--- config.mk ---
export PLATFORM = sky130hd
export DESIGN_NAME = drive_load_protection_supervisor
export DESIGN_NICKNAME = d
export VERILOG_FILES = /design/src/verilog/dlps_pkg.sv /design/src/verilog/drive_load_protection_supervisor.sv
export SDC_FILE = /design/constraint.sdc
export NUM_CORES = 2
export LEC_CHECK = 0
export BUFFER_PORTS_ARGS = -buffer_cell sky130_fd_sc_hd__buf_2
export CORE_UTILIZATION = 59
export CTS_CLUSTER_DIAMETER = 50
export DETAILED_ROUTE_END_ITERATION = 7
export GPL_ROUTABILITY_DRIVEN = 1
export GPL_TIMING_DRIVEN = 0
export HOLD_SLACK_MARGIN = 0.02
export PLACE_DENSITY_LB_ADDON = 0.08
export SYNTH_ARGS = -nofsm -noshare
export SYNTH_HDL_FRONTEND = slang
export SYNTH_SLANG_ARGS = --single-unit
--- constraint.sdc ---
create_clock -name mclk -period 23.3 [get_ports mclk]
set_input_delay 1.165 -clock mclk [delete_from_list [all_inputs] [get_ports mclk]]
set_output_delay 1.165 -clock mclk [all_outputs]
set_load 0.1 [all_outputs]
--- src/verilog/dlps_pkg.sv ---
package dlps_pkg;
	// ---------------------------------------------------------------
	// timing
	// ---------------------------------------------------------------
	localparam int CLK_HZ      = 100_000_000;
	localparam int TICK_MS     = 100;
	localparam int TICK_CYCLES = CLK_HZ / 1000 * TICK_MS;
	localparam int UNIT_MS     = 10;
	localparam int UNIT_CYCLES = CLK_HZ / 1000 * UNIT_MS;
	// ---------------------------------------------------------------
	// register offsets
	// ---------------------------------------------------------------
	localparam logic [7:0] OFS_CTRL   = 8'h00;
	localparam logic [7:0] OFS_OLWARN = 8'h04;
	localparam logic [7:0] OFS_OLTRIP = 8'h08;
	localparam logic [7:0] OFS_RATING = 8'h0c;
	localparam logic [7:0] OFS_STALL  = 8'h10;
	localparam logic [7:0] OFS_FREQ   = 8'h14;
	localparam logic [7:0] OFS_RAMPA  = 8'h18;
	localparam logic [7:0] OFS_RAMPB  = 8'h1c;
	localparam logic [7:0] OFS_AUX    = 8'h20;
	localparam logic [7:0] OFS_STATUS = 8'h24;
	localparam logic [7:0] OFS_SAVED  = 8'h28;
	localparam logic [7:0] OFS_FAULT  = 8'h2c;
	// ---------------------------------------------------------------
	// control fields
	// ---------------------------------------------------------------
	localparam int CTRL_UDSAVE = 0;
	localparam int CTRL_SUPP   = 1;
	localparam int CTRL_DELTA  = 2;
	localparam int CTRL_SCALE  = 3;
	localparam int CTRL_FAN    = 5;
	localparam int CTRL_PL     = 7;
	localparam int CTRL_STALL  = 10;
	// ---------------------------------------------------------------
	// reset values
	// ---------------------------------------------------------------
	localparam logic [31:0] RST_CTRL   = 32'h0000_0128;
	localparam logic [31:0] RST_OLWARN = 32'h0064_006e;
	localparam logic [31:0] RST_OLTRIP = 32'h003c_00b4;
	localparam logic [31:0] RST_RATING = 32'h0064_0064;
	localparam logic [31:0] RST_STALL  = 32'h1770_0096;
	localparam logic [31:0] RST_FREQ   = 32'h1770_0000;
	localparam logic [31:0] RST_RAMP   = 32'h0064_0064;
	localparam logic [7:0]  RST_AUX    = 8'h00;
	// ---------------------------------------------------------------
	// codes and limits
	// ---------------------------------------------------------------
	localparam logic [7:0]  AUX_OL       = 8'h06;
	localparam logic [7:0]  AUX_FAN_WARN = 8'h15;
	localparam logic [1:0]  FAN_IGNORE   = 2'h0;
	localparam logic [1:0]  FAN_WARN     = 2'h1;
	localparam logic [1:0]  FAN_TRIP     = 2'h2;
	localparam logic [31:0] STALL_CAP_PCT = 32'h0000_0078;
	localparam logic [23:0] LOWCUR_PCT   = 24'h00000a;
	localparam int          NSYNC        = 8;
	typedef enum logic [2:0]
	{
		RAMP_ACCEL  = 3'b001,
		RAMP_STEADY = 3'b010,
		RAMP_DECEL  = 3'b100
	} ramp_mode_type;
endpackage

--- src/verilog/drive_load_protection_supervisor.sv ---
`timescale 1ns/1ps
module drive_load_protection_supervisor
	import dlps_pkg::*;
#(
	parameter int TICK = TICK_CYCLES,
	parameter int UNIT = UNIT_CYCLES
)
(
	input  wire logic        mclk,
	input  wire logic        rst,
	input  wire logic [7:0]  s_axi_awaddr,
	input  wire logic        s_axi_awvalid,
	output logic             s_axi_awready,
	input  wire logic [31:0] s_axi_wdata,
	input  wire logic [3:0]  s_axi_wstrb,
	input  wire logic        s_axi_wvalid,
	output logic             s_axi_wready,
	output logic [1:0]       s_axi_bresp,
	output logic             s_axi_bvalid,
	input  wire logic        s_axi_bready,
	input  wire logic [7:0]  s_axi_araddr,
	input  wire logic        s_axi_arvalid,
	output logic             s_axi_arready,
	output logic [31:0]      s_axi_rdata,
	output logic [1:0]       s_axi_rresp,
	output logic             s_axi_rvalid,
	input  wire logic        s_axi_rready,
	input  wire logic [15:0] outCurrent,
	input  wire logic [15:0] outFreq,
	input  wire logic [15:0] targetFreq,
	input  wire ramp_mode_type rampMode,
	input  wire logic        stopCmd,
	input  wire logic        outPhaseLoss,
	input  wire logic        inPhaseLoss,
	input  wire logic        contactorState,
	input  wire logic        fanFault,
	input  wire logic        updownActive,
	input  wire logic        savedClear,
	input  wire logic        multi_ramp_select_low,
	input  wire logic        multi_ramp_select_mid,
	input  wire logic        multi_ramp_select_high,
	output logic             programmable_output_terminal,
	output logic             olAlarm,
	output logic             outputCutoff,
	output logic             stallHold,
	output logic             decelRequest,
	output logic             suppressVoltage,
	output logic             fan_warn_only,
	output logic             useAltRamp,
	output logic [15:0]      rampTime,
	output logic [15:0]      rampSpan,
	output logic [31:0]      rampUnitCycles,
	output logic [15:0]      saved_frequency_display
);
	// ---------------------------------------------------------------
	// pin synchronisers
	// ---------------------------------------------------------------
	logic [NSYNC-1:0] pinRaw;
	logic [NSYNC-1:0] syncA;
	logic [NSYNC-1:0] syncB;
	assign pinRaw = {multi_ramp_select_high, multi_ramp_select_mid,
		multi_ramp_select_low, savedClear, updownActive, fanFault,
		contactorState, inPhaseLoss};
	logic outPlS;
	logic outPlA;
	genvar gi;
	generate
		for (gi = 0; gi < NSYNC; gi++)
		begin : gSync
			always_ff @(posedge mclk)
			begin
				syncA[gi] <= rst ? 1'b0 : pinRaw[gi];
				syncB[gi] <= rst ? 1'b0 : syncA[gi];
			end
		end
	endgenerate
	always_ff @(posedge mclk)
	begin
		outPlA <= rst ? 1'b0 : outPhaseLoss;
		outPlS <= rst ? 1'b0 : outPlA;
	end
	logic inPlS, contS, fanS, udS, clrS;
	logic [2:0] mrS;
	assign {mrS, clrS, udS, fanS, contS, inPlS} = syncB;

	// ---------------------------------------------------------------
	// registers
	// ---------------------------------------------------------------
	logic [31:0] ctrl, olWarn, olTrip, rating, stall, freqCfg;
	logic [31:0] rampA, rampB;
	logic [7:0]  auxFunc;
	logic [4:0]  faults;
	logic [15:0] savedFreq;
	logic        wrEn;
	logic [7:0]  wrAddr;

	function automatic logic [31:0] merge(input logic [31:0] old,
		input logic [31:0] d, input logic [3:0] s);
		logic [31:0] r;
		r = old;
		for (int b = 0; b < 4; b++)
			if (s[b])
				r[b*8 +: 8] = d[b*8 +: 8];
		return r;
	endfunction

	function automatic logic mapped(input logic [7:0] a);
		return a[1:0] == 2'b00 && a <= OFS_FAULT;
	endfunction

	// ---------------------------------------------------------------
	// axi4-lite slave
	// ---------------------------------------------------------------
	// write address and data are taken together; a lone half waits
	assign wrEn = s_axi_awvalid && s_axi_wvalid && !s_axi_bvalid;
	assign s_axi_awready = wrEn;
	assign s_axi_wready = wrEn;
	assign wrAddr = s_axi_awaddr;
	assign s_axi_arready = !s_axi_rvalid;

	always_ff @(posedge mclk)
	begin
		if (rst)
		begin
			s_axi_bvalid <= 1'b0;
			s_axi_bresp <= 2'b00;
		end
		else if (wrEn)
		begin
			s_axi_bvalid <= 1'b1;
			s_axi_bresp <= mapped(wrAddr) ? 2'b00 : 2'b10;
		end
		else if (s_axi_bready)
			s_axi_bvalid <= 1'b0;
	end

	always_ff @(posedge mclk)
	begin
		if (rst)
		begin
			ctrl <= RST_CTRL;
			olWarn <= RST_OLWARN;
			olTrip <= RST_OLTRIP;
			rating <= RST_RATING;
			stall <= RST_STALL;
			freqCfg <= RST_FREQ;
			rampA <= RST_RAMP;
			rampB <= RST_RAMP;
			auxFunc <= RST_AUX;
		end
		else if (wrEn)
		begin
			case (wrAddr)
				OFS_CTRL: ctrl <= merge(ctrl, s_axi_wdata, s_axi_wstrb);
				OFS_OLWARN:
					olWarn <= merge(olWarn, s_axi_wdata, s_axi_wstrb);
				OFS_OLTRIP:
					olTrip <= merge(olTrip, s_axi_wdata, s_axi_wstrb);
				OFS_RATING:
					rating <= merge(rating, s_axi_wdata, s_axi_wstrb);
				OFS_STALL:
					stall <= merge(stall, s_axi_wdata, s_axi_wstrb);
				OFS_FREQ:
					freqCfg <= merge(freqCfg, s_axi_wdata, s_axi_wstrb);
				OFS_RAMPA:
					rampA <= merge(rampA, s_axi_wdata, s_axi_wstrb);
				OFS_RAMPB:
					rampB <= merge(rampB, s_axi_wdata, s_axi_wstrb);
				OFS_AUX:
					if (s_axi_wstrb[0])
						auxFunc <= s_axi_wdata[7:0];
				default: ;
			endcase
		end
	end

	logic [31:0] statusWord;
	logic [31:0] rdWord;
	assign statusWord = {20'h0, useAltRamp, fan_warn_only,
		suppressVoltage, decelRequest, stallHold, outputCutoff, faults,
		olAlarm};
	always_comb
	begin
		case (s_axi_araddr)
			OFS_CTRL:   rdWord = ctrl;
			OFS_OLWARN: rdWord = olWarn;
			OFS_OLTRIP: rdWord = olTrip;
			OFS_RATING: rdWord = rating;
			OFS_STALL:  rdWord = stall;
			OFS_FREQ:   rdWord = freqCfg;
			OFS_RAMPA:  rdWord = rampA;
			OFS_RAMPB:  rdWord = rampB;
			OFS_AUX:    rdWord = {24'h0, auxFunc};
			OFS_STATUS: rdWord = statusWord;
			OFS_SAVED:  rdWord = {16'h0, savedFreq};
			OFS_FAULT:  rdWord = {27'h0, faults};
			default:    rdWord = 32'h0;
		endcase
	end

	always_ff @(posedge mclk)
	begin
		if (rst)
		begin
			s_axi_rvalid <= 1'b0;
			s_axi_rdata <= 32'h0;
			s_axi_rresp <= 2'b00;
		end
		else if (s_axi_arvalid && s_axi_arready)
		begin
			s_axi_rvalid <= 1'b1;
			s_axi_rdata <= rdWord;
			s_axi_rresp <= mapped(s_axi_araddr) ? 2'b00 : 2'b10;
		end
		else if (s_axi_rready)
			s_axi_rvalid <= 1'b0;
	end

	// ---------------------------------------------------------------
	// overload alarm and trip
	// ---------------------------------------------------------------
	logic [31:0] tickCnt;
	logic        tick;
	logic [23:0] curPct;
	logic        aboveWarn, aboveTrip, holdDone, tripDone, warnDone;
	logic [15:0] warnCnt, holdCnt, tripCnt;
	assign tick = tickCnt == 32'(TICK - 1);
	always_ff @(posedge mclk)
		tickCnt <= (rst || tick) ? 32'h0 : tickCnt + 32'h1;

	assign curPct = 24'(outCurrent) * 24'h000064;
	assign aboveWarn = curPct >= 24'(rating[15:0]) * 24'(olWarn[7:0]);
	assign aboveTrip = curPct > 24'(rating[15:0]) * 24'(olTrip[7:0]);
	assign warnDone = warnCnt >= olWarn[31:16];
	assign holdDone = holdCnt >= olWarn[31:16];
	assign tripDone = tripCnt >= olTrip[31:16];

	always_ff @(posedge mclk)
	begin
		if (rst || !aboveWarn)
			warnCnt <= 16'h0;
		else if (tick && !warnDone)
			warnCnt <= warnCnt + 16'h1;
	end

	always_ff @(posedge mclk)
	begin
		if (rst || aboveWarn || !olAlarm)
			holdCnt <= 16'h0;
		else if (tick && !holdDone)
			holdCnt <= holdCnt + 16'h1;
	end

	always_ff @(posedge mclk)
	begin
		if (rst)
			olAlarm <= 1'b0;
		else if (aboveWarn && warnDone)
			olAlarm <= 1'b1;
		else if (!aboveWarn && holdDone)
			olAlarm <= 1'b0;
	end

	always_ff @(posedge mclk)
	begin
		if (rst || !aboveTrip)
			tripCnt <= 16'h0;
		else if (tick && !tripDone)
			tripCnt <= tripCnt + 16'h1;
	end

	// ---------------------------------------------------------------
	// latched faults: overload, out phase, in phase, contactor, fan
	// ---------------------------------------------------------------
	logic [2:0] plSel;
	logic [1:0] fanPol;
	logic       contPrev;
	logic [4:0] faultSet;
	logic [4:0] faultClr;
	assign plSel = ctrl[CTRL_PL +: 3];
	assign fanPol = ctrl[CTRL_FAN +: 2];
	always_ff @(posedge mclk)
		contPrev <= rst ? 1'b0 : contS;
	assign faultSet[0] = aboveTrip && tripDone;
	assign faultSet[1] = outPlS && plSel[0];
	assign faultSet[2] = inPlS && plSel[1];
	assign faultSet[3] = (contS != contPrev) && plSel[2];
	assign faultSet[4] = fanS && fanPol == FAN_TRIP;
	assign faultClr = (wrEn && wrAddr == OFS_FAULT && s_axi_wstrb[0]) ?
		s_axi_wdata[4:0] : 5'h0;
	// a new event in the clearing cycle survives the clear
	always_ff @(posedge mclk)
		faults <= rst ? 5'h0 : (faults & ~faultClr) | faultSet;
	assign outputCutoff = |faults;
	assign fan_warn_only = fanS && fanPol == FAN_WARN;

	always_ff @(posedge mclk)
	begin
		if (rst)
			programmable_output_terminal <= 1'b0;
		else
			programmable_output_terminal <=
				(auxFunc == AUX_OL && olAlarm) ||
				(auxFunc == AUX_FAN_WARN && fan_warn_only);
	end

	// ---------------------------------------------------------------
	// stall prevention
	// ---------------------------------------------------------------
	logic [31:0] stallRaw, stallCap, effLevel, curFreq, lvlBase;
	logic        stallHit, modeOn;
	logic [2:0]  stallEn;
	assign stallEn = ctrl[CTRL_STALL +: 3];
	assign stallRaw = 32'(rating[15:0]) * 32'(stall[7:0]) / 32'd100;
	assign stallCap = 32'(rating[31:16]) * STALL_CAP_PCT / 32'd100;
	assign effLevel = stallRaw > stallCap ? stallCap : stallRaw;
	// above base the level scales by base/freq; cross-multiplied
	assign curFreq = 32'(outCurrent) * 32'(outFreq);
	assign lvlBase = effLevel * 32'(stall[31:16]);
	assign stallHit = outFreq > stall[31:16] ?
		curFreq >= lvlBase : 32'(outCurrent) >= effLevel;
	assign modeOn = |(stallEn & rampMode);
	always_ff @(posedge mclk)
		stallHold <= rst ? 1'b0 : stallHit && modeOn;
	always_ff @(posedge mclk)
		decelRequest <= rst ? 1'b0 : stallHold && stopCmd;

	// ---------------------------------------------------------------
	// ramp selection
	// ---------------------------------------------------------------
	logic [15:0] chgFreq;
	logic [31:0] rampSet;
	assign chgFreq = freqCfg[15:0];
	// multi-ramp inputs override the change frequency
	assign useAltRamp = chgFreq != 16'h0 && outFreq < chgFreq &&
		mrS == 3'b000;
	assign rampSet = useAltRamp ? rampB : rampA;
	always_ff @(posedge mclk)
	begin
		if (rst)
		begin
			rampTime <= 16'h0;
			rampSpan <= 16'h0;
			rampUnitCycles <= 32'h0;
		end
		else
		begin
			rampTime <= rampMode == RAMP_DECEL ?
				rampSet[31:16] : rampSet[15:0];
			if (!ctrl[CTRL_DELTA])
				rampSpan <= freqCfg[31:16];
			else if (targetFreq > outFreq)
				rampSpan <= targetFreq - outFreq;
			else
				rampSpan <= outFreq - targetFreq;
			case (ctrl[CTRL_SCALE +: 2])
				2'h0: rampUnitCycles <= 32'(UNIT);
				2'h1: rampUnitCycles <= 32'(UNIT * 10);
				default: rampUnitCycles <= 32'(UNIT * 100);
			endcase
		end
	end

	// ---------------------------------------------------------------
	// up/down save and voltage suppression
	// ---------------------------------------------------------------
	logic udPrev;
	always_ff @(posedge mclk)
		udPrev <= rst ? 1'b0 : udS;
	always_ff @(posedge mclk)
	begin
		if (rst || clrS)
			savedFreq <= 16'h0;
		else if (ctrl[CTRL_UDSAVE] && udPrev && !udS)
			savedFreq <= outFreq;
	end
	assign saved_frequency_display = savedFreq;
	always_ff @(posedge mclk)
		suppressVoltage <= rst ? 1'b0 : ctrl[CTRL_SUPP] &&
			curPct < 24'(rating[15:0]) * LOWCUR_PCT;
endmodule

# ---- After elaboration in Yosys (flattened, before gate mapping)
# Index checks and enable logic that the tools add are counted.
dict set report totals {
  ff_bits 492
  elab_cells 239
  in_bits 120
  output_inout_bits 129
}
dict set report op_classes {
  multipliers 8
  n_div 2
  magnitude_cmp 14
  addsub 6
  n_reduce_logical 88
  n_mux 17
  n_eq_ne 28
  bitwise_logic 4
}
# op n
set op_table {}
lappend op_table {{case mux 32 bit (12 select lines)} 1}
lappend op_table {{AND reduction 3 bit} 33}
lappend op_table {{equality test 8 x 5 -> 1 bit (second input constant)} 9}
lappend op_table {{multiplier 16 x 8 -> 24 bit} 3}
lappend op_table {{2-to-1 mux 32 bit} 2}
lappend op_table {{case mux 27 bit (2 select lines)} 1}
lappend op_table {{adder 16 x 1 -> 16 bit (second input constant)} 3}
lappend op_table {{equality test 8 x 6 -> 1 bit (second input constant)} 6}
lappend op_table {{greater-or-equal comparator 16 bit} 3}
lappend op_table {{2-to-1 mux 16 bit} 3}
lappend op_table {{adder 32 x 1 -> 32 bit (second input constant)} 1}
lappend op_table {{divider 23 x 7 -> 32 bit (second input constant)} 1}
lappend op_table {{divider 24 x 7 -> 32 bit (second input constant)} 1}
lappend op_table {{equality test 32 x 24 -> 1 bit (second input constant)} 1}
lappend op_table {{equality test 8 x 4 -> 1 bit (second input constant)} 4}
lappend op_table {{greater-or-equal comparator 16 x 32 -> 1 bit} 1}
lappend op_table {{greater-or-equal comparator 32 bit} 1}
lappend op_table {{greater-than comparator 16 bit} 2}
lappend op_table {{greater-than comparator 32 bit} 1}
lappend op_table {{multiplier 16 x 16 -> 32 bit} 1}
lappend op_table {{multiplier 32 x 16 -> 32 bit} 1}
lappend op_table {{subtractor 16 bit} 2}
lappend op_table {{logical AND 1 bit} 27}
lappend op_table {{equality test 8 x 3 -> 1 bit (second input constant)} 3}
lappend op_table {{28 further kinds} 56}

# ---- Depth between registers and ports, before layout
dict set report logic_depth {
  word_depth 8
  ltp_mapped 129
  ltp_nobuf 120
}

# ---- Least setup slack after synthesis
# No wires, ideal clock.
dict set report synth_path {
  path_kind {register to register}
  startpoint {reg rating[13]}
  endpoint {reg stallHold}
  setup_time_ps 86
  t_required_ps 23214
  setup_slack_ps -197
  arrival_ps 23412
  stages_incl_launch_ff 116
  path_buffers 6
  period_less_slack_ps 23497
  path_cell_list {dfxtp_1 clkbuf_1 clkbuf_1 nand2_1 fa_1 inv_1 fa_1 fa_1 inv_1 fa_1 inv_1 ha_1 buf_2 a21oi_1 o211ai_1 o32a_1 o211a_1 and2_1 [80 not listed] o21ai_0 a21oi_1 o21ai_0 a21oi_1 o21ai_0 a21oi_1 o21ai_0 a21oi_1 o21ai_0 nand2b_1 a21o_1 a21oi_1 xnor2_1 ha_1 nand4_1 o31ai_1 nand2_1 a211oi_1}
}
dict set report synth_via {
  elab_chain_len 8
  word_cells_on_any_way 9
  cone_classes {mul: 2; div: 1; order compare: 3; mux: 2; reduce/logical: 1}
}
# item line
set synth_rtl {}
lappend synth_rtl {{start, declared} drive_load_protection_supervisor.sv:89} ;# logic [31:0] ctrl, olWarn, olTrip, rating, stall, freqCfg;
lappend synth_rtl {{start signal, assigned} drive_load_protection_supervisor.sv:160} ;# rating <= merge(rating, s_axi_wdata, s_axi_wstrb);
lappend synth_rtl {{multiplier 16 x 8 -> 24 bit *} drive_load_protection_supervisor.sv:314} ;# assign stallRaw = 32'(rating[15:0]) * 32'(stall[7:0]) / 32'd100;
lappend synth_rtl {{divider 24 x 7 -> 32 bit *} drive_load_protection_supervisor.sv:314}
lappend synth_rtl {{greater-than comparator 32 bit} drive_load_protection_supervisor.sv:316} ;# assign effLevel = stallRaw > stallCap ? stallCap : stallRaw;
lappend synth_rtl {{2-to-1 mux 32 bit *} drive_load_protection_supervisor.sv:316}
lappend synth_rtl {{multiplier 32 x 16 -> 32 bit} drive_load_protection_supervisor.sv:319} ;# assign lvlBase = effLevel * 32'(stall[31:16]);
lappend synth_rtl {{greater-or-equal comparator 32 bit} drive_load_protection_supervisor.sv:321} ;# curFreq >= lvlBase : 32'(outCurrent) >= effLevel;
lappend synth_rtl {{2-to-1 mux 1 bit *} drive_load_protection_supervisor.sv:320} ;# assign stallHit = outFreq > stall[31:16] ?
lappend synth_rtl {{logical AND 1 bit *} drive_load_protection_supervisor.sv:324} ;# stallHold <= rst ? 1'b0 : stallHit && modeOn;
lappend synth_rtl {{end signal, assigned} drive_load_protection_supervisor.sv:324}
lappend synth_rtl {{end, declared} drive_load_protection_supervisor.sv:45} ;# output logic stallHold,
# Mark *: on every way between the ends. The rest lies on a longest branch, timed or not.
# A chain may end at the register's enable or synchronous reset.

# ---- Worst setup path after layout
dict set report layout_path {
  startpoint {reg rating[12]}
  endpoint {reg stallHold}
}
# Same word-level chain as after synthesis.

==> reports/metrics.yaml <==
place:
  place_hpwl_um: 194000
  gp_congestion: 1.05
  placed_cells: 9707
  numPortBuffers: 211
clock_network:
  clkTransAtPathRegs_ns: 0.07
  ctsLongestPathBuffers: 3
  clock_tree.root_cell: "clkbuf_16"
  cts_tree: "done"
  clock_sink_count: 464
  clock_latency_ns: 0.62
  cts_inserted_buffers: 46
  cts-htree-levels: 2
  ctsHoldBuffers: 0
timing:
  rsz0062_at_grt: "yes"
  final_total_negative_setup_slack_ns: -1.13
  final-setup-viol-count: 1
  fin_worst_skew_ns: 0.0387
  maxClockFrequency_ghz: 0.0409
  setup_ws_final_ns: -1.13
  period_needed_ns: 24.43
  holdWs_ns: 0.439
  slew_headroom_pct: -1.13
  hold_viol_final: 0
  maxSlewViolCount: 4
  worstMarginPinSlew_ns: 1.51
  period_share_pct: 105
min_path:
  worst_hold_path_type: "reg -> reg"
  hold_depth: 1
synthesis:
  syn_avg_cell_area_um2: 8.27
  combined_area_of_all_synthesized_cells_um2: 66000
  synth_flop_cell: "dfxtp_1"
  synth_sequential_area_ratio_pct: 14.1
  yosysTopAreaCellShare_pct: 21.5
  syn_inst: 7978
  ys.warnings.count: 0
  synthMostInstantiatedCell: "inv_1"
  flip_flop_and_latch_count_after_synthesis: 464
  distinct_cells_synth: 144
  synthDominantAreaCellType: "fa_1"
  synth-edff-count: 0
  yosys-top-cells-count: "1037 x inv_1, 889 x nand2_1, 710 x fa_1"
  synth.area.top_cells: "fa_1 22%, dfxtp_1 14%, ha_1 13%, inv_1 5.9%, nand2_1 5.1%"
  async_flop_share_pct: 0
worst_setup_path:
  slowest_delay_ns: 0.55
  critical_path_top_delay_cell: "fa_1"
  data_arrival_time_of_the_critical_path_ns: 24.96
  path_max_fanout: 10
  crit_top_cell: "o21ai_1"
  type_of_the_setup_path_with_the_least_slack: "reg -> reg"
  worst_r2r_path_depth: 126
  worst-endpoint-required_ns: 23.83
  sort_of_element_at_the_end_of_the_critical_path: "flip-flop"
  startpoint_type: "flip-flop"
detailed_routing:
  remaining_drc_errors: 0
  detail_route.first_pass.iterations: 7
  antenna_violating_nets_post_route: 0
  met1Wirelength_um: 94100
  number_of_vias_in_the_routed_layout: 62500
  drt_first_iter_violations: 6457
  viasPerCell: 6.23
  dr_wl_met2_um: 106000
  wl_per_cell_um: 24.7
  wl_um: 247000
  dr.max_layer_used: "met5"
  met3WireLength_um: 28800
run_status:
  outcome: "finished with violations"
  failed_checks: "max-capacitance violations, max-slew violations, negative setup slack"
floorplanning:
  placement_rows: 122
  design.core.area_um2: 111000
  design.portCount: 249
  die_boundary_width_um: 336
  chipHeight_um: 336
  initial_core_util_pct: 59.5
  dieArea_um2: 113000
global_routing:
  grt_util_all_layers_pct: 43.3
  grt.overflow.total: 0
  antenna_found_initial: 20
  largest_net_degree_at_the_start_of_global_routing: 17
  grt_pass1_wl_um: 370000
  via_count_of_the_first_global_routing_pass: 60600
cells_and_area:
  flow.area_growth_from_synthesis_pct: 14.2
  final_cells: 10000
  drive_gt1_share_pct: 13.1
  filler_instances: 9298
  finalCoreUtilization_pct: 68.0
  finalNetCount: 9992
pwr:
  worst_ir_drop_vdd_uv: 531
  cellLeakagePower_nw: 35.3
  power-per-cell-area_nw_per_um2: 70.8
flow_run:
  drv_cap: 1
## repair_timing
item                                   in CTS  in global routing
endpoints found under the hold margin       0                  0
resized for setup                         585                 41
pin swaps                                 172                 20
buffers inserted                          205                 16
setup endpoints to repair                   1                  1
cloned                                      2                  0
## worst max-delay path, delay by kind of cell, from the launching register on
| kind | cells | cell delay (ns) |
|---|---|---|
| flip-flops | 1 | 0.37 |
| AND/OR/NAND/NOR | 22 | 3.34 |
| multiplexers | 3 | 0.62 |
| XOR/XNOR | 3 | 0.55 |
| adder cells (fa/ha/maj) | 14 | 5.61 |
| buffers and inverters | 26 | 3.17 |
| AO/OA/AOI/OAI | 58 | 10.58 |
## per-stage QoR
step | power, mW | setup slack, ns | instance area (µm²)
2_1_floorplan | 3.33 | 0.0520 | 66100
3_3_place_gp | 4.24 | -5.77 | 69000
3_5_place_dp | 4.33 | -5.92 | 69000
4_1_cts | 5.33 | -0.369 | 75000
5_1_grt | 5.86 | -2.28 | 75300
6_report | 5.34 | -1.13 | 75400
## cell families (layout without fill, tap and decap cells)
group / after synthesis / in the layout / synth area share, %
xor+xnor: 310 / 310 / 4.22
compound gates: 1646 / 1646 / 17.6
simple gates: 2506 / 2506 / 17.9
mux: 172 / 172 / 2.97
fa+ha+maj: 1395 / 1395 / 34.5
flops: 464 / 464 / 14.1
other cells: 2 / 40 / 0.0114
buf+inv: 1483 / 1998 / 8.76
## state kept, by name, indices dropped and copies added (netlist names), 32 cells and up
signal and cells:
olTrip 32, s_axi_rdata 32, ctrl 32, freqCfg 32
olWarn 32, tickCnt 32, rampA 32, rampB 32
rating 32, stall 32
## per-layer routing
metal / track usage, % / up-vias
li1: - / 27700
met1: 54.3 / 30500
met2: 65.7 / 3367
met3: 12.6 / 821
met4: 26.3 / 6
met5: 0 / -
## layout make-up
class	count	area, µm²	area share (%)
multi-input combinational	6058	53000	70.3
sequential	464	9380	12.5
inverter	1062	4020	5.33
timing repair buffer	437	2880	3.83
buffer	415	2510	3.33
tap	1488	1860	2.47
clock buffer	60	1310	1.74
clock inverter	24	358	0.475
antenna	11	27.5	0.0365
## cell usage in the layout (no fill, tap or decap), types with 114 or more instances in the layout
cell,n
and2_1,261
nand3_1,219
inv_1,1035
xor2_1,114
clkbuf_1,282
ha_1,672
nor2_1,585
mux2i_1,139
a21oi_1,472
nand2_1,876
dfxtp_1,430
xnor2_1,156
buf_2,231
fa_1,709
o21ai_0,169
buf_4,246
## power by group
part           internal, mW  switching [mW]
Combinational          1.48            2.22
Sequential            0.794         0.00266
Clock                 0.480           0.360
Total                  2.76            2.58
## path summary, 6_finish.rpt
| check | start | endpoint | slack (ns) |
|---|---|---|---|
| setup / recovery | rating[12] | stallHold | -1.13 |
| hold / removal | syncA[4] | clrS | 0.44 |
| setup reg to reg | rating[12] | stallHold | -1.13 |
| hold reg to reg | syncA[4] | clrS | 0.44 |
No activity file was read; power rests on OpenSTA's default activity.
